[config.mk]
export PLATFORM = sky130hd
export DESIGN_NAME = tcb_timer
export DESIGN_NICKNAME = d
export VERILOG_FILES = /design/src/verilog/tcb_pkg.sv /design/src/verilog/tcb_if.sv /design/src/verilog/tcb_timer.sv /design/src/verilog/tcb_prescaler.sv /design/src/verilog/tcb_channel.sv
export SDC_FILE = /design/constraint.sdc
export NUM_CORES = 1
export LEC_CHECK = 0
export BUFFER_PORTS_ARGS = -buffer_cell sky130_fd_sc_hd__buf_2
export CAP_MARGIN = 25
export CORE_ASPECT_RATIO = 1.75
export CORE_MARGIN = 2
export CORE_UTILIZATION = 40
export DETAILED_ROUTE_END_ITERATION = 7
export HOLD_SLACK_MARGIN = 0.1
export PLACE_DENSITY = 0.71
export REMOVE_ABC_BUFFERS = 1
export SLEW_MARGIN = 20
export SYNTH_ARGS = -nofsm -noshare
export SYNTH_HDL_FRONTEND = slang
export SYNTH_SLANG_ARGS = --single-unit
[constraint.sdc]
create_clock -name REF_CLK -period 8.47 [get_ports REF_CLK]
set_input_delay 2.1175 -clock REF_CLK [delete_from_list [all_inputs] [get_ports REF_CLK]]
set_output_delay 2.1175 -clock REF_CLK [all_outputs]
set_load 0.01 [all_outputs]
[src/verilog/tcb_pkg.sv]
`default_nettype none
package tcb_pkg;
  localparam int unsigned CNT_W = 16;
  localparam int unsigned PSC_W = 16;
  localparam int unsigned NUM_CH = 4;
  localparam int unsigned ADR_W = 8;

  // Byte offsets of the register words
  localparam logic [7:0] OFS_EVT = 8'h14;
  localparam logic [7:0] OFS_DIR = 8'h18;
  localparam logic [7:0] OFS_CCER = 8'h20;
  localparam logic [7:0] OFS_CNT = 8'h24;
  localparam logic [7:0] OFS_PSC = 8'h28;
  localparam logic [7:0] OFS_ARR = 8'h2C;
  localparam logic [7:0] OFS_CAP0 = 8'h34;
  localparam logic [7:0] OFS_CAP3 = 8'h40;

  // Field positions
  localparam int unsigned EVT_UG_BIT = 0;
  localparam int unsigned CCER_EN_BIT = 0;
  localparam int unsigned CCER_POL_BIT = 1;
  localparam int unsigned CCER_STRIDE = 4;
  localparam int unsigned DIR_STRIDE = 2;
  localparam logic [31:0] CCER_MASK = 32'h0000_3333;

  // Reset values
  localparam logic [31:0] CCER_RST = 32'h0000_0000;
  localparam logic [7:0] DIR_RST = 8'h00;
  localparam logic [15:0] CNT_RST = 16'h0000;
  localparam logic [15:0] PSC_RST = 16'h0000;
  localparam logic [31:0] ARR_RST = 32'h0000_0000;
  localparam logic [15:0] CAP_RST = 16'h0000;

  typedef enum logic [1:0] {
    TCB_DIR_OUT = 2'b00,
    TCB_DIR_IN_OWN = 2'b01,
    TCB_DIR_IN_PAIR = 2'b10,
    TCB_DIR_IN_TRC = 2'b11
  } tcb_dir_e;

  // Byte-lane merge of a bus write into a stored word
  function automatic logic [31:0] tcb_merge(input logic [31:0] old_v,
                                            input logic [31:0] new_v,
                                            input logic [3:0] sel);
    logic [31:0] res;
    res = old_v;
    for (int b = 0; b < 4; b++) begin
      if (sel[b]) begin
        res[b*8 +: 8] = new_v[b*8 +: 8];
      end
    end
    return res;
  endfunction : tcb_merge
endpackage : tcb_pkg
`default_nettype wire

[src/verilog/tcb_if.sv]
`timescale 1ns/1ps
`default_nettype none
interface tcb_ch_if;
  logic ref_sig;
  logic pol;
  logic en;
  logic is_input;
  logic pin_raw;
  logic ch_out;
  logic ch_oe;
  logic cap_stb;
  logic trig;
  modport chan (input ref_sig, pol, en, is_input, pin_raw,
                output ch_out, ch_oe, cap_stb, trig);
  modport ctl (output ref_sig, pol, en, is_input, pin_raw,
               input ch_out, ch_oe, cap_stb, trig);
endinterface : tcb_ch_if

interface tcb_psc_if;
  logic [tcb_pkg::PSC_W-1:0] preload;
  logic update;
  logic tick;
  modport core (input preload, update, output tick);
  modport ctl (output preload, update, input tick);
endinterface : tcb_psc_if
`default_nettype wire

[src/verilog/tcb_timer.sv]
// Operation
// - Output channel 1: polarity 0 drives active high, 1 active low.
// - Input channel 1: polarity 0 captures rising, uninverted; 1 falling, inverted.
// - Output channel 1: enable 0 keeps output inactive, 1 drives pin.
// - Input channel 1: enable 1 allows counter capture, 0 blocks it.
// - Enable 0: channel output held at 0, output enable low.
// - Enable 1 in output direction: output is reference xor polarity, output enable high.
// - Channels 2 to 4 match channel 1, bits 5/4, 9/8, 13/12.
// - Counter advances at input clock divided by prescaler plus one.
// - Prescaler is preload, copied only at update events incl. software and trigger.
// - Counter stays stopped while auto-reload value is zero.
// - Input channel capture register holds last capture, ignores software writes.
// - Channel direction field writable only while its enable bit is 0.
`timescale 1ns/1ps
`default_nettype none
module tcb_timer #(
  parameter int unsigned CNT_W = tcb_pkg::CNT_W
) (
  input wire logic REF_CLK,
  input wire logic RST,
  input wire logic CYC_I,
  input wire logic STB_I,
  input wire logic WE_I,
  input wire logic [tcb_pkg::ADR_W-1:0] ADR_I,
  input wire logic [31:0] DAT_I,
  input wire logic [3:0] SEL_I,
  output logic [31:0] DAT_O,
  output logic ACK_O,
  input wire logic [tcb_pkg::NUM_CH-1:0] CH_REF,
  input wire logic [tcb_pkg::NUM_CH-1:0] CH_IN,
  input wire logic TRC_IN,
  input wire logic TRIG_RESET,
  output logic [tcb_pkg::NUM_CH-1:0] CH_OUT,
  output logic [tcb_pkg::NUM_CH-1:0] CH_OE,
  output logic [tcb_pkg::NUM_CH-1:0] CH_TRIG,
  output logic UPDATE_EVT
);
  localparam int unsigned NCH = tcb_pkg::NUM_CH;

  if (CNT_W < 2 || CNT_W > 16) begin : g_chk
    $error("tcb_timer: CNT_W must lie between 2 and 16");
  end

  // The direction word holds two bits for each of exactly four channels
  if (NCH != 4) begin : g_chk_ch
    $error("tcb_timer: the register map serves exactly four channels");
  end

  logic ack_r;
  logic [31:0] dat_r;
  logic [31:0] ccer_r;
  logic [7:0] dir_r;
  logic [CNT_W-1:0] cnt_r;
  logic [15:0] psc_r;
  logic [31:0] arr_r;
  logic [CNT_W-1:0] cap_r [NCH];
  logic upd_r;
  logic [31:0] rd_data;
  logic req;
  logic wr;
  logic [7:0] adr;
  logic ug_hit;
  logic sw_clear;
  logic run;
  logic ovf;
  logic upd;
  logic [31:0] cnt_wide;
  logic [CNT_W-1:0] cnt_nxt;
  logic [15:0] psc_nxt;
  logic [31:0] ccer_nxt;
  logic [7:0] dir_nxt;
  logic sel_evt;
  logic sel_dir;
  logic sel_ccer;
  logic sel_cnt;
  logic sel_psc;
  logic sel_arr;
  logic sel_cap;
  logic [1:0] cap_idx;

  tcb_ch_if ch [NCH] ();
  tcb_psc_if prescaler_value ();

  function automatic logic [31:0] zext_cnt(input logic [CNT_W-1:0] v);
    logic [31:0] r;
    r = '0;
    r[CNT_W-1:0] = v;
    return r;
  endfunction : zext_cnt

  function automatic tcb_pkg::tcb_dir_e dir_of(input logic [7:0] d, input int unsigned i);
    return tcb_pkg::tcb_dir_e'(d[i*tcb_pkg::DIR_STRIDE +: 2]);
  endfunction : dir_of

  // Enable or polarity bit of channel i inside the enable/polarity word
  function automatic logic ch_bit(input logic [31:0] w, input int unsigned i,
                                  input int unsigned pos);
    return w[i*tcb_pkg::CCER_STRIDE + pos];
  endfunction : ch_bit

  assign adr = {ADR_I[7:2], 2'b00};
  assign req = CYC_I && STB_I && !ack_r;
  assign wr = req && WE_I;

  // One select per register word, one shared by the four capture words; the first matching offset is taken
  always_comb begin
    sel_evt = 1'b0;
    sel_dir = 1'b0;
    sel_ccer = 1'b0;
    sel_cnt = 1'b0;
    sel_psc = 1'b0;
    sel_arr = 1'b0;
    sel_cap = 1'b0;
    cap_idx = 2'(adr[7:2] - tcb_pkg::OFS_CAP0[7:2]);
    if (adr == tcb_pkg::OFS_EVT) begin
      sel_evt = 1'b1;
    end else if (adr == tcb_pkg::OFS_DIR) begin
      sel_dir = 1'b1;
    end else if (adr == tcb_pkg::OFS_CCER) begin
      sel_ccer = 1'b1;
    end else if (adr == tcb_pkg::OFS_CNT) begin
      sel_cnt = 1'b1;
    end else if (adr == tcb_pkg::OFS_PSC) begin
      sel_psc = 1'b1;
    end else if (adr == tcb_pkg::OFS_ARR) begin
      sel_arr = 1'b1;
    end else if (adr >= tcb_pkg::OFS_CAP0 && adr <= tcb_pkg::OFS_CAP3) begin
      sel_cap = 1'b1;
    end
  end

  // One-cycle answer: ack in the cycle after the request is seen, then drop
  always_ff @(posedge REF_CLK or posedge RST) begin
    if (RST) begin
      ack_r <= 1'b0;
    end else begin
      ack_r <= req;
    end
  end

  // Read data is latched at the taking edge and held until the next read
  always_ff @(posedge REF_CLK or posedge RST) begin
    if (RST) begin
      dat_r <= 32'h0000_0000;
    end else if (req && !WE_I) begin
      dat_r <= rd_data;
    end
  end

  // Unmapped offsets still answer, reading zero
  always_comb begin
    rd_data = 32'h0000_0000;
    if (sel_ccer) begin
      rd_data = ccer_r;
    end else if (sel_dir) begin
      rd_data = {24'h00_0000, dir_r};
    end else if (sel_cnt) begin
      rd_data = zext_cnt(cnt_r);
    end else if (sel_psc) begin
      rd_data = {16'h0000, psc_r};
    end else if (sel_arr) begin
      rd_data = arr_r;
    end else if (sel_cap) begin
      rd_data = zext_cnt(cap_r[cap_idx]);
    end
  end

  assign ccer_nxt = tcb_pkg::tcb_merge(ccer_r, DAT_I, SEL_I) & tcb_pkg::CCER_MASK;

  // Reserved bits are masked so they always read back zero
  always_ff @(posedge REF_CLK or posedge RST) begin
    if (RST) begin
      ccer_r <= tcb_pkg::CCER_RST;
    end else if (wr && sel_ccer) begin
      ccer_r <= ccer_nxt;
    end
  end

  // A channel that is switched on keeps its field, the others take the write
  always_comb begin
    dir_nxt = dir_r;
    for (int i = 0; i < NCH; i++) begin
      if (!ch_bit(ccer_r, i, tcb_pkg::CCER_EN_BIT)) begin
        dir_nxt[i*tcb_pkg::DIR_STRIDE +: 2] = DAT_I[i*tcb_pkg::DIR_STRIDE +: 2];
      end
    end
  end

  always_ff @(posedge REF_CLK or posedge RST) begin
    if (RST) begin
      dir_r <= tcb_pkg::DIR_RST;
    end else if (wr && sel_dir && SEL_I[0]) begin
      dir_r <= dir_nxt;
    end
  end

  // Only the low half is storage; the upper half of the word reads zero
  assign psc_nxt = 16'(tcb_pkg::tcb_merge({16'h0000, psc_r}, DAT_I, SEL_I));

  always_ff @(posedge REF_CLK or posedge RST) begin
    if (RST) begin
      psc_r <= tcb_pkg::PSC_RST;
    end else if (wr && sel_psc) begin
      psc_r <= psc_nxt;
    end
  end

  always_ff @(posedge REF_CLK or posedge RST) begin
    if (RST) begin
      arr_r <= tcb_pkg::ARR_RST;
    end else if (wr && sel_arr) begin
      arr_r <= tcb_pkg::tcb_merge(arr_r, DAT_I, SEL_I);
    end
  end

  assign ug_hit = wr && sel_evt && SEL_I[0] && DAT_I[tcb_pkg::EVT_UG_BIT];
  assign sw_clear = ug_hit || TRIG_RESET;
  assign run = arr_r != 32'h0000_0000;
  assign ovf = run && prescaler_value.tick && zext_cnt(cnt_r) >= arr_r;
  assign upd = sw_clear || ovf;

  assign prescaler_value.preload = psc_r;
  assign prescaler_value.update = upd;

  tcb_prescaler u_psc (
    .clk (REF_CLK),
    .rst (RST),
    .prescaler_value (prescaler_value.core)
  );

  assign cnt_wide = tcb_pkg::tcb_merge(zext_cnt(cnt_r), DAT_I, SEL_I);

  // Software clear beats a bus write, which beats the running count
  always_comb begin
    cnt_nxt = cnt_r;
    if (sw_clear) begin
      cnt_nxt = '0;
    end else if (wr && sel_cnt) begin
      cnt_nxt = cnt_wide[CNT_W-1:0];
    end else if (ovf) begin
      cnt_nxt = '0;
    end else if (run && prescaler_value.tick) begin
      cnt_nxt = cnt_r + 1'b1;
    end
  end

  always_ff @(posedge REF_CLK or posedge RST) begin
    if (RST) begin
      cnt_r <= CNT_W'(tcb_pkg::CNT_RST);
    end else begin
      cnt_r <= cnt_nxt;
    end
  end

  always_ff @(posedge REF_CLK or posedge RST) begin
    if (RST) begin
      upd_r <= 1'b0;
    end else begin
      upd_r <= upd;
    end
  end

  for (genvar i = 0; i < NCH; i++) begin : g_ch
    localparam logic [7:0] CAP_OFS = 8'(tcb_pkg::OFS_CAP0 + 8'(i * 4));
    logic [31:0] cap_wide;
    tcb_pkg::tcb_dir_e dsel;

    assign dsel = dir_of(dir_r, i);
    assign ch[i].ref_sig = CH_REF[i];
    assign ch[i].pol = ch_bit(ccer_r, i, tcb_pkg::CCER_POL_BIT);
    assign ch[i].en = ch_bit(ccer_r, i, tcb_pkg::CCER_EN_BIT);
    assign ch[i].is_input = dsel != tcb_pkg::TCB_DIR_OUT;
    // Raw selection ahead of the synchroniser; a glitch on a mode change is harmless
    assign ch[i].pin_raw = (dsel == tcb_pkg::TCB_DIR_IN_PAIR) ? CH_IN[i ^ 1] :
                           (dsel == tcb_pkg::TCB_DIR_IN_TRC) ? TRC_IN : CH_IN[i];

    tcb_channel u_ch (
      .clk (REF_CLK),
      .rst (RST),
      .ch (ch[i].chan)
    );

    assign cap_wide = tcb_pkg::tcb_merge(zext_cnt(cap_r[i]), DAT_I, SEL_I);

    // A capture wins over a software write in the same cycle
    always_ff @(posedge REF_CLK or posedge RST) begin
      if (RST) begin
        cap_r[i] <= CNT_W'(tcb_pkg::CAP_RST);
      end else if (ch[i].cap_stb) begin
        cap_r[i] <= cnt_r;
      end else if (wr && adr == CAP_OFS && !ch[i].is_input) begin
        cap_r[i] <= cap_wide[CNT_W-1:0];
      end
    end

    assign CH_OUT[i] = ch[i].ch_out;
    assign CH_OE[i] = ch[i].ch_oe;
    assign CH_TRIG[i] = ch[i].trig;
  end

  assign ACK_O = ack_r;
  assign DAT_O = dat_r;
  assign UPDATE_EVT = upd_r;
endmodule : tcb_timer
`default_nettype wire

[src/verilog/tcb_prescaler.sv]
`timescale 1ns/1ps
`default_nettype none
module tcb_prescaler (
  input wire logic clk,
  input wire logic rst,
  tcb_psc_if.core prescaler_value
);
  logic [tcb_pkg::PSC_W-1:0] active_r;
  logic [tcb_pkg::PSC_W-1:0] div_r;

  // Preload only reaches the divider on an update event
  always_ff @(posedge clk or posedge rst) begin
    if (rst) begin
      active_r <= tcb_pkg::PSC_RST;
    end else if (prescaler_value.update) begin
      active_r <= prescaler_value.preload;
    end
  end

  // Tick is decoded from the divider, so an update on a tick cycle loses no clock
  always_ff @(posedge clk or posedge rst) begin
    if (rst) begin
      div_r <= tcb_pkg::PSC_RST;
    end else if (prescaler_value.update) begin
      div_r <= '0;
    end else if (div_r >= active_r) begin
      div_r <= '0;
    end else begin
      div_r <= div_r + 1'b1;
    end
  end

  assign prescaler_value.tick = div_r >= active_r;
endmodule : tcb_prescaler
`default_nettype wire

[src/verilog/tcb_channel.sv]
`timescale 1ns/1ps
`default_nettype none
module tcb_channel (
  input wire logic clk,
  input wire logic rst,
  tcb_ch_if.chan ch
);
  logic sync1_r;
  logic sync2_r;
  logic prev_r;
  logic out_r;
  logic oe_r;
  logic cap_r;
  logic trig_r;
  logic cond;
  logic edge_hit;

  always_ff @(posedge clk or posedge rst) begin
    if (rst) begin
      sync1_r <= 1'b0;
      sync2_r <= 1'b0;
    end else begin
      sync1_r <= ch.pin_raw;
      sync2_r <= sync1_r;
    end
  end

  assign cond = sync2_r ^ ch.pol;
  // Edges are judged on the pin itself, so a polarity write alone never captures
  assign edge_hit = ch.pol ? (prev_r && !sync2_r) : (sync2_r && !prev_r);

  always_ff @(posedge clk or posedge rst) begin
    if (rst) begin
      prev_r <= 1'b0;
      trig_r <= 1'b0;
      cap_r <= 1'b0;
    end else begin
      prev_r <= sync2_r;
      trig_r <= cond;
      cap_r <= ch.is_input && ch.en && edge_hit;
    end
  end

  always_ff @(posedge clk or posedge rst) begin
    if (rst) begin
      out_r <= 1'b0;
      oe_r <= 1'b0;
    end else if (!ch.is_input && ch.en) begin
      out_r <= ch.ref_sig ^ ch.pol;
      oe_r <= 1'b1;
    end else begin
      out_r <= 1'b0;
      oe_r <= 1'b0;
    end
  end

  assign ch.ch_out = out_r;
  assign ch.ch_oe = oe_r;
  assign ch.cap_stb = cap_r;
  assign ch.trig = trig_r;
endmodule : tcb_channel
`default_nettype wire

=== Yosys cells after proc, flatten, opt, wreduce, memory -nomap -nowiden ===
Cells that the tools add are included.

* Magnitude comparators: 5
* Equal/unequal tests: 20
* Bitwise operators: 13
* Add/subtract/negate cells: 3
* Reduce and logical (&&, ||, !) cells: 100
* Mux-type cells: 73

{| class="wikitable"
|+ Operators with widths
! operator !! number
|-
| $mux 16 || 17
|-
| $mux 32 || 5
|-
| $mux 1 || 48
|-
| $logic_and 1x1->1 || 44
|-
| $reduce_and 2->1 || 22
|-
| $eq 6x4->1 const B || 7
|-
| $add 16x1->16 const B || 2
|-
| $bmux 16 s2 || 1
|-
| $ge 16x32->1 || 1
|-
| $reduce_bool 2->1 || 16
|-
| $reduce_bool 32->1 || 1
|-
| $eq 2x2->1 const B || 8
|-
| $ge 16x16->1 || 1
|-
| $mux 8 || 2
|-
| $logic_not 1->1 || 14
|-
| $eq 6x3->1 const B || 2
|-
| $ge 8x6->1 const B || 1
|-
| $le 8x7->1 const B || 1
|-
| $xor 1x1->1 || 8
|-
| $eq 6x5->1 const B || 1
|-
| $ne 3x3->1 const B || 2
|-
| $not 1->1 || 4
|-
| $reduce_bool 4->1 || 1
|-
| $ge 3x3->1 const B || 1
|-
| other kinds (3) || 4
|}

* Flip-flop bits (word level): 238
* Word-level logic and storage cells: 269
* Output and inout bits: 46
* Bits of input ports: 59

=== Logic depth before layout (Yosys ltp) ===
Gate-level depths: netlist (run 1).

* Depth after elaboration: 15
* Depth in mapped cells: 13
* Depth with buffers taken out: 9

=== By module ===
From an unflattened synthesis (run 1), not the netlist that was laid out.

* Cells, all modules: 1129
* Area, all modules: 12032.8 µm²

{| class="wikitable"
|+ By module, submodules not included
! module !! area each (µm²) !! times used !! cells each
|-
| tcb_timer || 9386.5 || 1 || 885
|-
| tcb_prescaler || 1710.4 || 1 || 180
|-
| tcb_channel || 234.0 || 4 || 16
|}

=== Least setup slack after synthesis (run 1) ===
Ideal clock, no wire load.

* Kind: input port to flip-flop
* From: input port ADR_I[2] (netlist name)
* To: register dat_r[8] (netlist: DAT_O[8])
* Setup time: 141 ps
* Data arrival time: 4391 ps
* Required time: 8329 ps
* Stages: 9
* Path slack: 3938 ps
* Path through: buf_2 buf_2 inv_1 ha_1 clkbuf_1 clkbuf_1 mux4_2 a222oi_1 a31oi_1

* Word-level cells in the longest chain between the ends: 15

{| class="wikitable"
|+ RTL lines
! what !! line !! RTL
|-
| from (decl) || tcb_timer.sv:24 || <nowiki>input wire logic [tcb_pkg::ADR_W-1:0] ADR_I,</nowiki>
|-
| $ge 8x6->1 / $le 8x7->1 (equally long branches) || tcb_timer.sv:127 || <nowiki>end else if (adr >= tcb_pkg::OFS_CAP0 && adr <= tcb_pkg::OFS_CAP3) begin</nowiki>
|-
| $logic_and 1x1->1 || tcb_timer.sv:127 ||
|-
| $mux 1 || tcb_timer.sv:127 ||
|-
| $mux 1 || tcb_timer.sv:125 || <nowiki>end else if (adr == tcb_pkg::OFS_ARR) begin</nowiki>
|-
| $mux 1 || tcb_timer.sv:123 || <nowiki>end else if (adr == tcb_pkg::OFS_PSC) begin</nowiki>
|-
| $mux 1 || tcb_timer.sv:121 || <nowiki>end else if (adr == tcb_pkg::OFS_CNT) begin</nowiki>
|-
| $mux 1 || tcb_timer.sv:119 || <nowiki>end else if (adr == tcb_pkg::OFS_CCER) begin</nowiki>
|-
| $mux 1 || tcb_timer.sv:117 || <nowiki>end else if (adr == tcb_pkg::OFS_DIR) begin</nowiki>
|-
| $mux 1 || tcb_timer.sv:115 || <nowiki>if (adr == tcb_pkg::OFS_EVT) begin</nowiki>
|-
| $mux 16 || tcb_timer.sv:163 || <nowiki>end else if (sel_cap) begin</nowiki>
|-
| $mux 32 || tcb_timer.sv:161 || <nowiki>end else if (sel_arr) begin</nowiki>
|-
| $mux 32 || tcb_timer.sv:159 || <nowiki>end else if (sel_psc) begin</nowiki>
|-
| $mux 32 || tcb_timer.sv:157 || <nowiki>end else if (sel_cnt) begin</nowiki>
|-
| $mux 32 || tcb_timer.sv:155 || <nowiki>end else if (sel_dir) begin</nowiki>
|-
| $mux 32 * || tcb_timer.sv:153 || <nowiki>if (sel_ccer) begin</nowiki>
|-
| to (signal assigned) || tcb_timer.sv:146 || <nowiki>dat_r <= rd_data;</nowiki>
|-
| to (decl) || tcb_timer.sv:50 || <nowiki>logic [31:0] dat_r;</nowiki>
|}

Mark *: on every way between the ends. The rest lies on a longest branch, timed or not. The select of a mux whose other input is x is not followed.
A chain may end at the register's enable or synchronous reset.

=== Final worst setup path (run 1) ===
* From: input port ADR_I[2] (netlist name)
* To: register cnt_r[4]

* Word-level cells in the longest chain between the ends: 8

{| class="wikitable"
|+ RTL lines
! what !! line !! RTL
|-
| $eq 6x4->1 / $eq 6x3->1 (equally long branches) || tcb_timer.sv:121, tcb_timer.sv:115 ||
|-
| $mux 1, on equally long branches || tcb_timer.sv:121, tcb_timer.sv:115 ||
|-
| $mux 1 / $logic_and 1x1->1 (equally long branches) || tcb_timer.sv:119, tcb_timer.sv:216 ||
|-
| $mux 1 / $logic_and 1x1->1 (equally long branches) || tcb_timer.sv:117, tcb_timer.sv:216 ||
|-
| $mux 1 / $logic_and 1x1->1 (equally long branches) || tcb_timer.sv:115, tcb_timer.sv:216 ||
|-
| $logic_and 1x1->1 / $logic_or 1x1->1 (equally long branches) || tcb_timer.sv:238, tcb_timer.sv:217 ||
|-
| $ne 3x3->1 (no source line), or another cell as far along || - ||
|-
| $reduce_and 2->1 (no source line) / $mux 16 (equally long branches) || - ||
|-
| to (signal assigned) || tcb_timer.sv:249 || <nowiki>cnt_r <= CNT_W'(tcb_pkg::CNT_RST);</nowiki>
|-
| to (signal assigned) || tcb_timer.sv:251 || <nowiki>cnt_r <= cnt_nxt;</nowiki>
|-
| to (decl) || tcb_timer.sv:53 || <nowiki>logic [CNT_W-1:0] cnt_r;</nowiki>
|}

Several ways; a longest one is shown, not always the timed one.

==> out/metrics.cfg, run 1 <==
[timing]
worst_slew_pin_slew_ns = 1.093
period_minus_slack_ns = 5.244
timing.slew.headroom_pct = 27.17
period_share_pct = 61.92
setup_viol = 0
skew_ns = 0.03117
setup_slack_ns = 3.226
slew_violations = 0
fmax_mhz = 190.7
hold_violations = 0
fin_tns_setup_ns = 0
rsz0062_at_grt = false

[yosys]
synth.top_cell.area_share_pct = 49.50
synth_top_cell_by_area = dfrtp_1
synth_seq_cells = 238
synth.distinct_cells = 62
syn_area_per_cell_um2 = 10.55
synthArstFlopShare_pct = 100.0
synth_ff_type = dfrtp_1
syn-cell-area_um2 = 12030
synth_edf_count = 0
yosysSeqAreaShare_pct = 49.50
ys_warn_count = 0
yosys-top-cells-count = dfrtp_1, nand2_1, o21ai_0
yosys-top-cells-area = dfrtp_1, mux2_2, mux2i_1
synthCells = 1141
synth_most_common_cell = dfrtp_1

[route]
viasPerCell = 5.733
dr.pass1.iters = 6
wirelength_um = 33310
wl_per_cell_um = 20.71
drt_iter0_drc = 773
antenna_left = 0
drcViolationCount = 0
vias = 9219

[floorplan]
core_area_um2 = 29850
die_w_um = 135.1
rows = 84
start_util_pct = 40.31
io-pin-count = 105
die_y_um = 233.4
die_area_um2 = 31540

[global_route]
grt_pass1_vias = 9610
grt_pass1_wl_um = 52520
overflow = 0
grtUsageTotal_pct = 21.58
antenna_found_initial = 0
grt_max_degree = 183

[final_layout]
final_nets = 1301
stdcell_area_um2 = 13520
drive_gt1_share_pct = 20.98
final_util_pct = 45.29
area_growth_syn_to_layout_pct = 12.35

[cts]
cts_tree = yes
ctsHtreeMaxLevel = 1
clock_latency_ns = 0.54
clockBufferDepth = 3
cts_buffers = 23
cts-resized-gates = 0
cts_setup_buffers = 0
clkTransAtPathRegs_ns = 0.06
cts_sinks = 238
clockRootBuffer = clkbuf_16
postCtsHoldBufs = 0

[worst_hold_path]
hold_start = g_ch[1].u_ch.sync1_r$_DFF_PP0_
hold_class = flip-flop to flip-flop

[setup_path]
ff2ff_path_depth = 9
critical_path.endpoint = cnt_r[4]$_DFFE_PP0P_
path_class = input pin to flip-flop
rrSetupSlack_ns = 4.84
worstPathMaxFanout = 19
startpoint = ADR_I[2]
reg2reg_to = cnt_r[4]$_DFFE_PP0P_
reg2reg_from = cnt_r[10]$_DFFE_PP0P_
required_ns = 8.84
end_kind = flip-flop
cp.arrival_ns = 5.62
worstSetupStartpointType = input pin

[pwr]
powerDensity_nw_per_um2 = 180.1
p_leak_nw = 6.151
vdd_drop_max_mv = 0.1632
fin_total_pwr_w = 0.002434

[placed_design]
gp_congestion = 0.9084
post-dp-hpwl_um = 23510
postPlaceCellArea_um2 = 12780
port-buffer-count = 102
pre_cts_ws_ns = 2.745

[flow_run]
cap_viol_max_count = 0

[status]
outcome = completed

-- report_power, final --
part	switching, W	total (W)	internal (W)
Sequential	0.0000350	0.00121	0.00117
Combinational	0.000126	0.000200	0.0000739
Clock	0.000450	0.00103	0.000576
-- worst max-delay path, stage by stage --
cell,delay [ns]
buf_2,0.62
inv_1,0.20
ha_1,0.30
nor2_1,0.08
and3_1,0.78
nand2_1,0.24
nand2b_1,0.13
o221ai_1,0.36
buf_4,0.33
nand2_2,0.22
o221ai_1,0.19
-- state kept, by name (all words and copies together), names as in the netlist --
register,flops
cap_r,64
DAT_O,32
arr_r,32
cnt_r,16
prescaler_value.preload,16
u_psc.active_r,16
u_psc.div_r,16
ccer_r,8
dir_r,8
g_ch.u_ch.ch.cap_stb,4
g_ch.u_ch.ch.ch_oe,4
g_ch.u_ch.ch.ch_out,4
g_ch.u_ch.ch.trig,4
g_ch.u_ch.prev_r,4
g_ch.u_ch.sync1_r,4
g_ch.u_ch.sync2_r,4
ACK_O,1
UPDATE_EVT,1
-- logic make-up (layout without fill, tap and decap cells) --
kind of cell	count (synthesis)	after routing	share of synthesized area, %
AO/OA/AOI/OAI	236	236	12.54
XOR/XNOR	22	22	1.601
adder cells (fa/ha/maj)	39	39	4.055
buffers and inverters	124	203	4.721
flip-flops	238	238	49.50
multiplexers	149	149	14.77
other	0	1	0
AND/OR/NAND/NOR	333	333	12.82
-- how the worst min path moves through the flow --
stage	endpoint	slack (ns)	cells after the start
floorplan	g_ch[0].u_ch.sync2_r$_DFF_PP0_	0.33	0
global placement	g_ch[3].u_ch.sync2_r$_DFF_PP0_	0.34	0
detailed placement	g_ch[2].u_ch.sync2_r$_DFF_PP0_	0.33	0
CTS	g_ch[1].u_ch.sync2_r$_DFF_PP0_	0.33	0
global route	g_ch[1].u_ch.sync2_r$_DFF_PP0_	0.34	0
finish	g_ch[1].u_ch.sync2_r$_DFF_PP0_	0.32	0
-- layout make-up --
type | count | area (µm²)
multi-input combinational | 779 | 5522
fill | 2844 | 16330
inverter | 42 | 165.2
tap | 387 | 484.2
timing repair buffer | 119 | 650.6
sequential | 238 | 5956
antenna | 1 | 2.502
clock buffer | 33 | 663.1
clock inverter | 9 | 76.32
-- cell usage in the layout, fill, tap and decap left out, types with 17 or more instances in the layout --
cell type  count
clkbuf_16     23
inv_1         41
nor2_1        65
dfrtp_1      238
o21ai_0      105
nand2_1      152
a22oi_1       26
mux2_2        64
xor2_1        17
mux2i_1       68
a31oi_1       18
ha_1          39
nand3_1       32
a21oi_1       24
buf_2        102
and3_1        17
-- layer usage --
metal  wire length [µm]  share of wire [%]  up-vias  track usage [%]
li1                   -                  -     4195                -
met1              12090                 36     4535            23.55
met2              16970                 51      358            38.50
met3               1845                5.5      131            3.255
met4               2398                7.2        0            14.10
met5                  0                  0        -                0
-- through the flow --
| stage | hold WS (ns) | cells |
|---|---|---|
| 6_report | 0.3241 | 1608 |
| 3_3_place_gp | 0.3377 | 1564 |
| 5_1_grt | 0.3396 | 1607 |
| 4_1_cts | 0.3334 | 1607 |
| 2_1_floorplan | 0.3312 | 1059 |
| 3_5_place_dp | 0.3347 | 1565 |
Power figures use the tool's default switching activity.
==> run 2, diff against run 1 <==
ABC_AREA = 1   (was not set)
clock period = 4.8 ns   (was 8.47 ns; I/O delays follow)
==> out/metrics.cfg, run 2 <==
[cts]
cts_buffers = 22
cts_sinks = 238
ctsHtreeMaxLevel = 1
clock_latency_ns = 0.53
cts_tree = yes
cts_setup_buffers = 0
clockRootBuffer = clkbuf_16
postCtsHoldBufs = 0
clkTransAtPathRegs_ns = 0.07
cts-resized-gates = 0
clockBufferDepth = 3

[timing]
rsz0062_at_grt = false
worst_slew_pin_slew_ns = 0.9161
holdWs_ns = 0.3450
slew_violations = 0
period_share_pct = 68.30
fin_tns_setup_ns = 0
timing.slew.headroom_pct = 38.93
setup_viol = 0
period_minus_slack_ns = 3.278
fmax_mhz = 305.0
skew_ns = 0.01042
hold_violations = 0

[final_layout]
drive_gt1_share_pct = 13.12
regMostFlops = cap_r
final_cell_mix = nand2_1, dfrtp_1, nor2_1
final_common_cell = nand2_1
final_cells = 2015
largest_register_ffs = 64
area_growth_syn_to_layout_pct = 11.96
final_nets = 1709
antennaDiodeCount = 0

[pwr]
p_leak_nw = 6.594
vdd_drop_max_mv = 0.2135
powerDensity_nw_per_um2 = 317.9

[yosys]
synth.area.mux_share_pct = 1.177
yosys.area_share.adder_pct = 3.924
synth_top_cell_by_area = dfrtp_1
synth.top_cell.area_share_pct = 47.89
synthSimpleGateAreaFrac_pct = 22.60
syn_area_per_cell_um2 = 8.044
yosys-top-cells-count = nand2_1, dfrtp_1, nor2_1
synth_most_common_cell = nand2_1
synth_top_family_by_area = simple AND/OR/NAND/NOR gates
yosysSeqAreaShare_pct = 47.89
synth.distinct_cells = 43
ys_warn_count = 0
synth_ff_type = dfrtp_1
synth_compound_area_share_pct = 14.88
synthCells = 1546
synthArstFlopShare_pct = 100.0
synth_xor_xnor_area_share_pct = 1.902
synth_edf_count = 0
synth_seq_cells = 238
syn-cell-area_um2 = 12440
yosys-top-cells-area = dfrtp_1, nand2_1, o21ai_0

[route]
drt_iter0_drc = 992
wirelength_um = 36240
vias = 10880
drcViolationCount = 0
wl_per_cell_um = 17.99
viasPerCell = 5.401
dr.pass1.iters = 6
antenna_left = 0

[global_route]
overflow = 0
grtUsageTotal_pct = 22.44
grt_max_degree = 123
antenna_found_initial = 0
grt_pass1_vias = 10990
grt_pass1_wl_um = 56930

[floorplan]
core_area_um2 = 30740
die_area_um2 = 32570
die_y_um = 237.3
rows = 85
start_util_pct = 40.46
io-pin-count = 105
die_w_um = 137.3

[setup_path]
cp.arrival_ns = 3.73
path_class = input pin to flip-flop
reg2reg_from = ACK_O$_DFF_PP0_
worstSetupStartpointType = input pin
required_ns = 5.25
worstPathMaxFanout = 24
end_kind = flip-flop
startpoint = ADR_I[2]

[status]
outcome = completed

[worst_hold_path]
hold_start = g_ch[3].u_ch.sync1_r$_DFF_PP0_
hold_class = flip-flop to flip-flop

[placed_design]
port-buffer-count = 102
gp_congestion = 0.9193
post-dp-hpwl_um = 26920
placed_cells = 1978

[flow_run]
cap_viol_max_count = 0

[run 2: area by class of cell]
| cell class | instances | area, µm² |
|---|---|---|
| inverter | 157 | 596.8 |
| tap | 391 | 489.2 |
| timing repair buffer | 117 | 635.6 |
| fill | 3009 | 16810 |
| clock buffer | 30 | 621.8 |
| sequential | 238 | 5956 |
| multi-input combinational | 1075 | 5534 |
| clock inverter | 7 | 90.09 |
[run 2: power by group]
group | total (W) | leakage (nW) | switching (W) | internal [W]
registers | 0.00214 | 3.02 | 0.0000715 | 0.00207
logic | 0.000477 | 3.23 | 0.000317 | 0.000160
clock network | 0.00181 | 0.344 | 0.000793 | 0.00101
[run 2: final timing paths]
| kind | cells after the start | endpoint | slack, ns |
|---|---|---|---|
| hold / removal | 0 | g_ch[3].u_ch.sync2_r$_DFF_PP0_ | 0.35 |
| min in group asynchronous | 2 | dir_r[1]$_DFFE_PP0P_ | 0.79 |
| max in group asynchronous | 3 | arr_r[10]$_DFFE_PP0P_ | 3.08 |
| hold reg to reg | 0 | g_ch[3].u_ch.sync2_r$_DFF_PP0_ | 0.35 |
| setup reg to reg | 9 | u_psc.div_r[13]$_DFF_PP0_ | 2.00 |
| setup / recovery | 14 | cnt_r[4]$_DFFE_PP0P_ | 1.52 |
[run 2: logic make-up after synthesis]
kind of cell,Yosys count
multiplexers,13
AO/OA/AOI/OAI,336
adder cells (fa/ha/maj),39
XOR/XNOR,27
flip-flops,238
buffers and inverters,233
AND/OR/NAND/NOR,660
[run 2: per-layer routing]
layer	vias up	global-route usage, %	wire length (µm)
li1	5203	-	-
met4	0	12.18	1953
met2	343	41.81	19440
met5	-	0	0
met3	123	2.261	1590
met1	5214	24.26	13250
[run 2: worst max-delay path, stage by stage]
cell	delay [ns]
buf_2	0.14
inv_1	0.06
buf_4	0.28
ha_1	0.31
inv_1	0.11
nor2_4	0.31
inv_2	0.14
nand2_4	0.23
nor2_4	0.10
nor2_4	0.21
nand2_4	0.19
nand2_2	0.21
nor2_1	0.06
a21oi_1	0.14
[run 2: metrics by stage]
| stage | power (W) | utilization (%) | setup slack [ns] | instance area (µm²) |
|---|---|---|---|---|
| 2_1_floorplan | 0.002456 | - | -2.931 | 12080 |
| 3_3_place_gp | 0.002642 | 42.98 | 1.102 | 13210 |
| 3_5_place_dp | 0.002655 | 42.98 | 1.043 | 13210 |
| 4_1_cts | 0.004437 | 45.30 | 1.580 | 13920 |
| 5_1_grt | 0.004577 | 45.30 | 1.389 | 13920 |
| 6_report | 0.004426 | 45.30 | 1.522 | 13920 |
==> run 3, diff against run 2 <==
ABC_AREA = 0   (was 1)
clock period = 2.6 ns   (was 4.8 ns; I/O delays follow)
==> out/metrics.cfg, run 3 (synthesis results as in run 1) <==
[timing]
timing.slew.headroom_pct = 51.78
skew_ns = 0.01959
period_minus_slack_ns = 2.508
fmax_mhz = 398.8
worst_slew_pin_slew_ns = 0.7233
setup_viol = 0
hold_violations = 0
period_share_pct = 96.45
slew_violations = 0

[cts]
cts_buffers = 23
clock_latency_ns = 0.54
ctsHtreeMaxLevel = 1
cts_sinks = 238
clockRootBuffer = clkbuf_16
clkTransAtPathRegs_ns = 0.07
clockBufferDepth = 3
postCtsHoldBufs = 0
cts_tree = yes

[route]
wirelength_um = 34420
wl_met3_um = 1785
wl_per_cell_um = 20.21
drt-met1-wl_um = 12210
drcViolationCount = 0
wl_met2_um = 18570
vias = 9573
drt_iter0_drc = 733
viasPerCell = 5.621
dr.pass1.iters = 7
routed.top_layer = met4
antenna_left = 0

[setup_path]
required_ns = 3.02
end_kind = flip-flop
ff2ff_path_depth = 9
path_class = flip-flop to flip-flop
worstPathMaxFanout = 8
cp.arrival_ns = 2.93
reg2reg_from = arr_r[10]$_DFFE_PP0P_
rrSetupSlack_ns = 0.09
worstSetupStartpointType = flip-flop
reg2reg_to = u_psc.active_r[10]$_DFFE_PP0N_

[pwr]
powerDensity_nw_per_um2 = 568.4
p_leak_nw = 6.687
vdd_drop_max_mv = 0.4020

[final_layout]
antennaDiodeCount = 0
largest_register_ffs = 64
area_growth_syn_to_layout_pct = 20.38
final_nets = 1398
regMostFlops = cap_r
final_cell_mix = dfrtp_1, nand2_1, o21ai_0, buf_2, buf_4
final_util_pct = 48.53
final_common_cell = dfrtp_1
drive_gt1_share_pct = 27.74
final_cells = 1703
fill_cells = 2724

[global_route]
grt_pass1_wl_um = 53130
antenna_found_initial = 0
overflow = 0
grt_pass1_vias = 9726
grt_max_degree = 86
grtUsageTotal_pct = 21.83

[floorplan]
die_w_um = 135.1
core_area_um2 = 29850
rows = 84
die_area_um2 = 31540
die_y_um = 233.4
start_util_pct = 40.31
io-pin-count = 105

[placed_design]
gp_congestion = 0.8930
placed_cells = 1656
post-dp-hpwl_um = 25250
port-buffer-count = 102

[worst_hold_path]
hold_class = input pin to asynchronous set/reset pin

[status]
outcome = completed

[flow_run]
cap_viol_max_count = 0

[run 3: cell count changes in the layout (fill, tap and decap cells not counted), moves of 16 or more]
cell      previous run  this run
a21oi_1             95        25
a222oi_1             0        16
a22oi_1              0        25
a31oi_1             43        18
and3_1               0        17
buf_4               14       102
inv_1              147        40
mux2_2              13        64
mux2i_1              0        68
mux4_2               0        16
nand2_1            368       152
nand4_1             23         5
nor2_1             160        65
o21ai_0            142       103
[run 3: worst max-delay path, cell delays in order (launching register included)]
cell and delay, ns:
dfrtp_1 0.34, inv_1 0.08, ha_1 0.33, and4_4 0.24
or4b_4 0.47, a31oi_1 0.17, o21ai_1 0.11, nand2_2 0.13
clkbuf_16 0.18, mux2_2 0.33
[run 3: area by class of cell]
| class | instances | area (µm²) | share of cell area [%] |
|---|---|---|---|
| clock inverters | 11 | 142.6 | 0.9847 |
| multi-input cells | 779 | 5598 | 38.65 |
| flip-flops and latches | 238 | 5956 | 41.12 |
| well taps | 387 | 484.2 | 3.343 |
| clock buffers | 30 | 641.9 | 4.431 |
| inverters | 42 | 165.2 | 1.140 |
| repair buffers | 216 | 1498 | 10.34 |
[run 3: stage by stage]
| stage | worst slack (ns) | hold WS [ns] | cell area [µm²] | total power, W | setup TNS (ns) |
|---|---|---|---|---|---|
| floorplan | -4.581 | 0.3312 | 11620 | 0.004338 | -1101.13 |
| global route | -0.02939 | 0.2574 | 14490 | 0.008502 | -0.1422 |
| CTS | 0.006862 | 0.2194 | 14350 | 0.008287 | 0 |
| detailed placement | -0.1349 | 0.3364 | 13560 | 0.004737 | -3.451 |
| global placement | -0.08651 | 0.3382 | 13560 | 0.004715 | -0.9453 |
| finish | 0.09241 | 0.1711 | 14490 | 0.008234 | 0 |
[run 3: how the worst max path moves through the flow]
stage	cells past startpoint	start	slack, ns	endpoint
6_report	9	arr_r[10]$_DFFE_PP0P_	0.09	u_psc.active_r[10]$_DFFE_PP0N_
5_1_grt	11	arr_r[10]$_DFFE_PP0P_	-0.03	cnt_r[8]$_DFFE_PP0P_
4_1_cts	9	arr_r[9]$_DFFE_PP0P_	0.007	u_psc.active_r[3]$_DFFE_PP0N_
3_5_place_dp	11	ADR_I[2]	-0.13	cnt_r[12]$_DFFE_PP0P_
3_3_place_gp	11	ADR_I[2]	-0.09	cnt_r[13]$_DFFE_PP0P_
2_1_floorplan	1	RST	-4.58	ACK_O$_DFF_PP0_
[run 3: power by group]
| part | total, W | switching, W | internal (W) |
|---|---|---|---|
| Sequential | 0.00390 | 0.0000768 | 0.00382 |
| Clock | 0.00355 | 0.00150 | 0.00205 |
| Combinational | 0.000788 | 0.000473 | 0.000315 |
[run 3: timing repair]
item,4_1_cts,5_1_grt
endpoints found under the setup margin,24,30
cloned,0,2
buffers inserted,0,4
pin swaps,0,1
gates resized for setup,4,16
[run 3: layer usage]
layer,vias to the layer above,GRT usage (%)
li1,4387,-
met1,4749,23.71
met2,338,40.85
met3,99,2.778
met4,0,11.36
met5,-,0
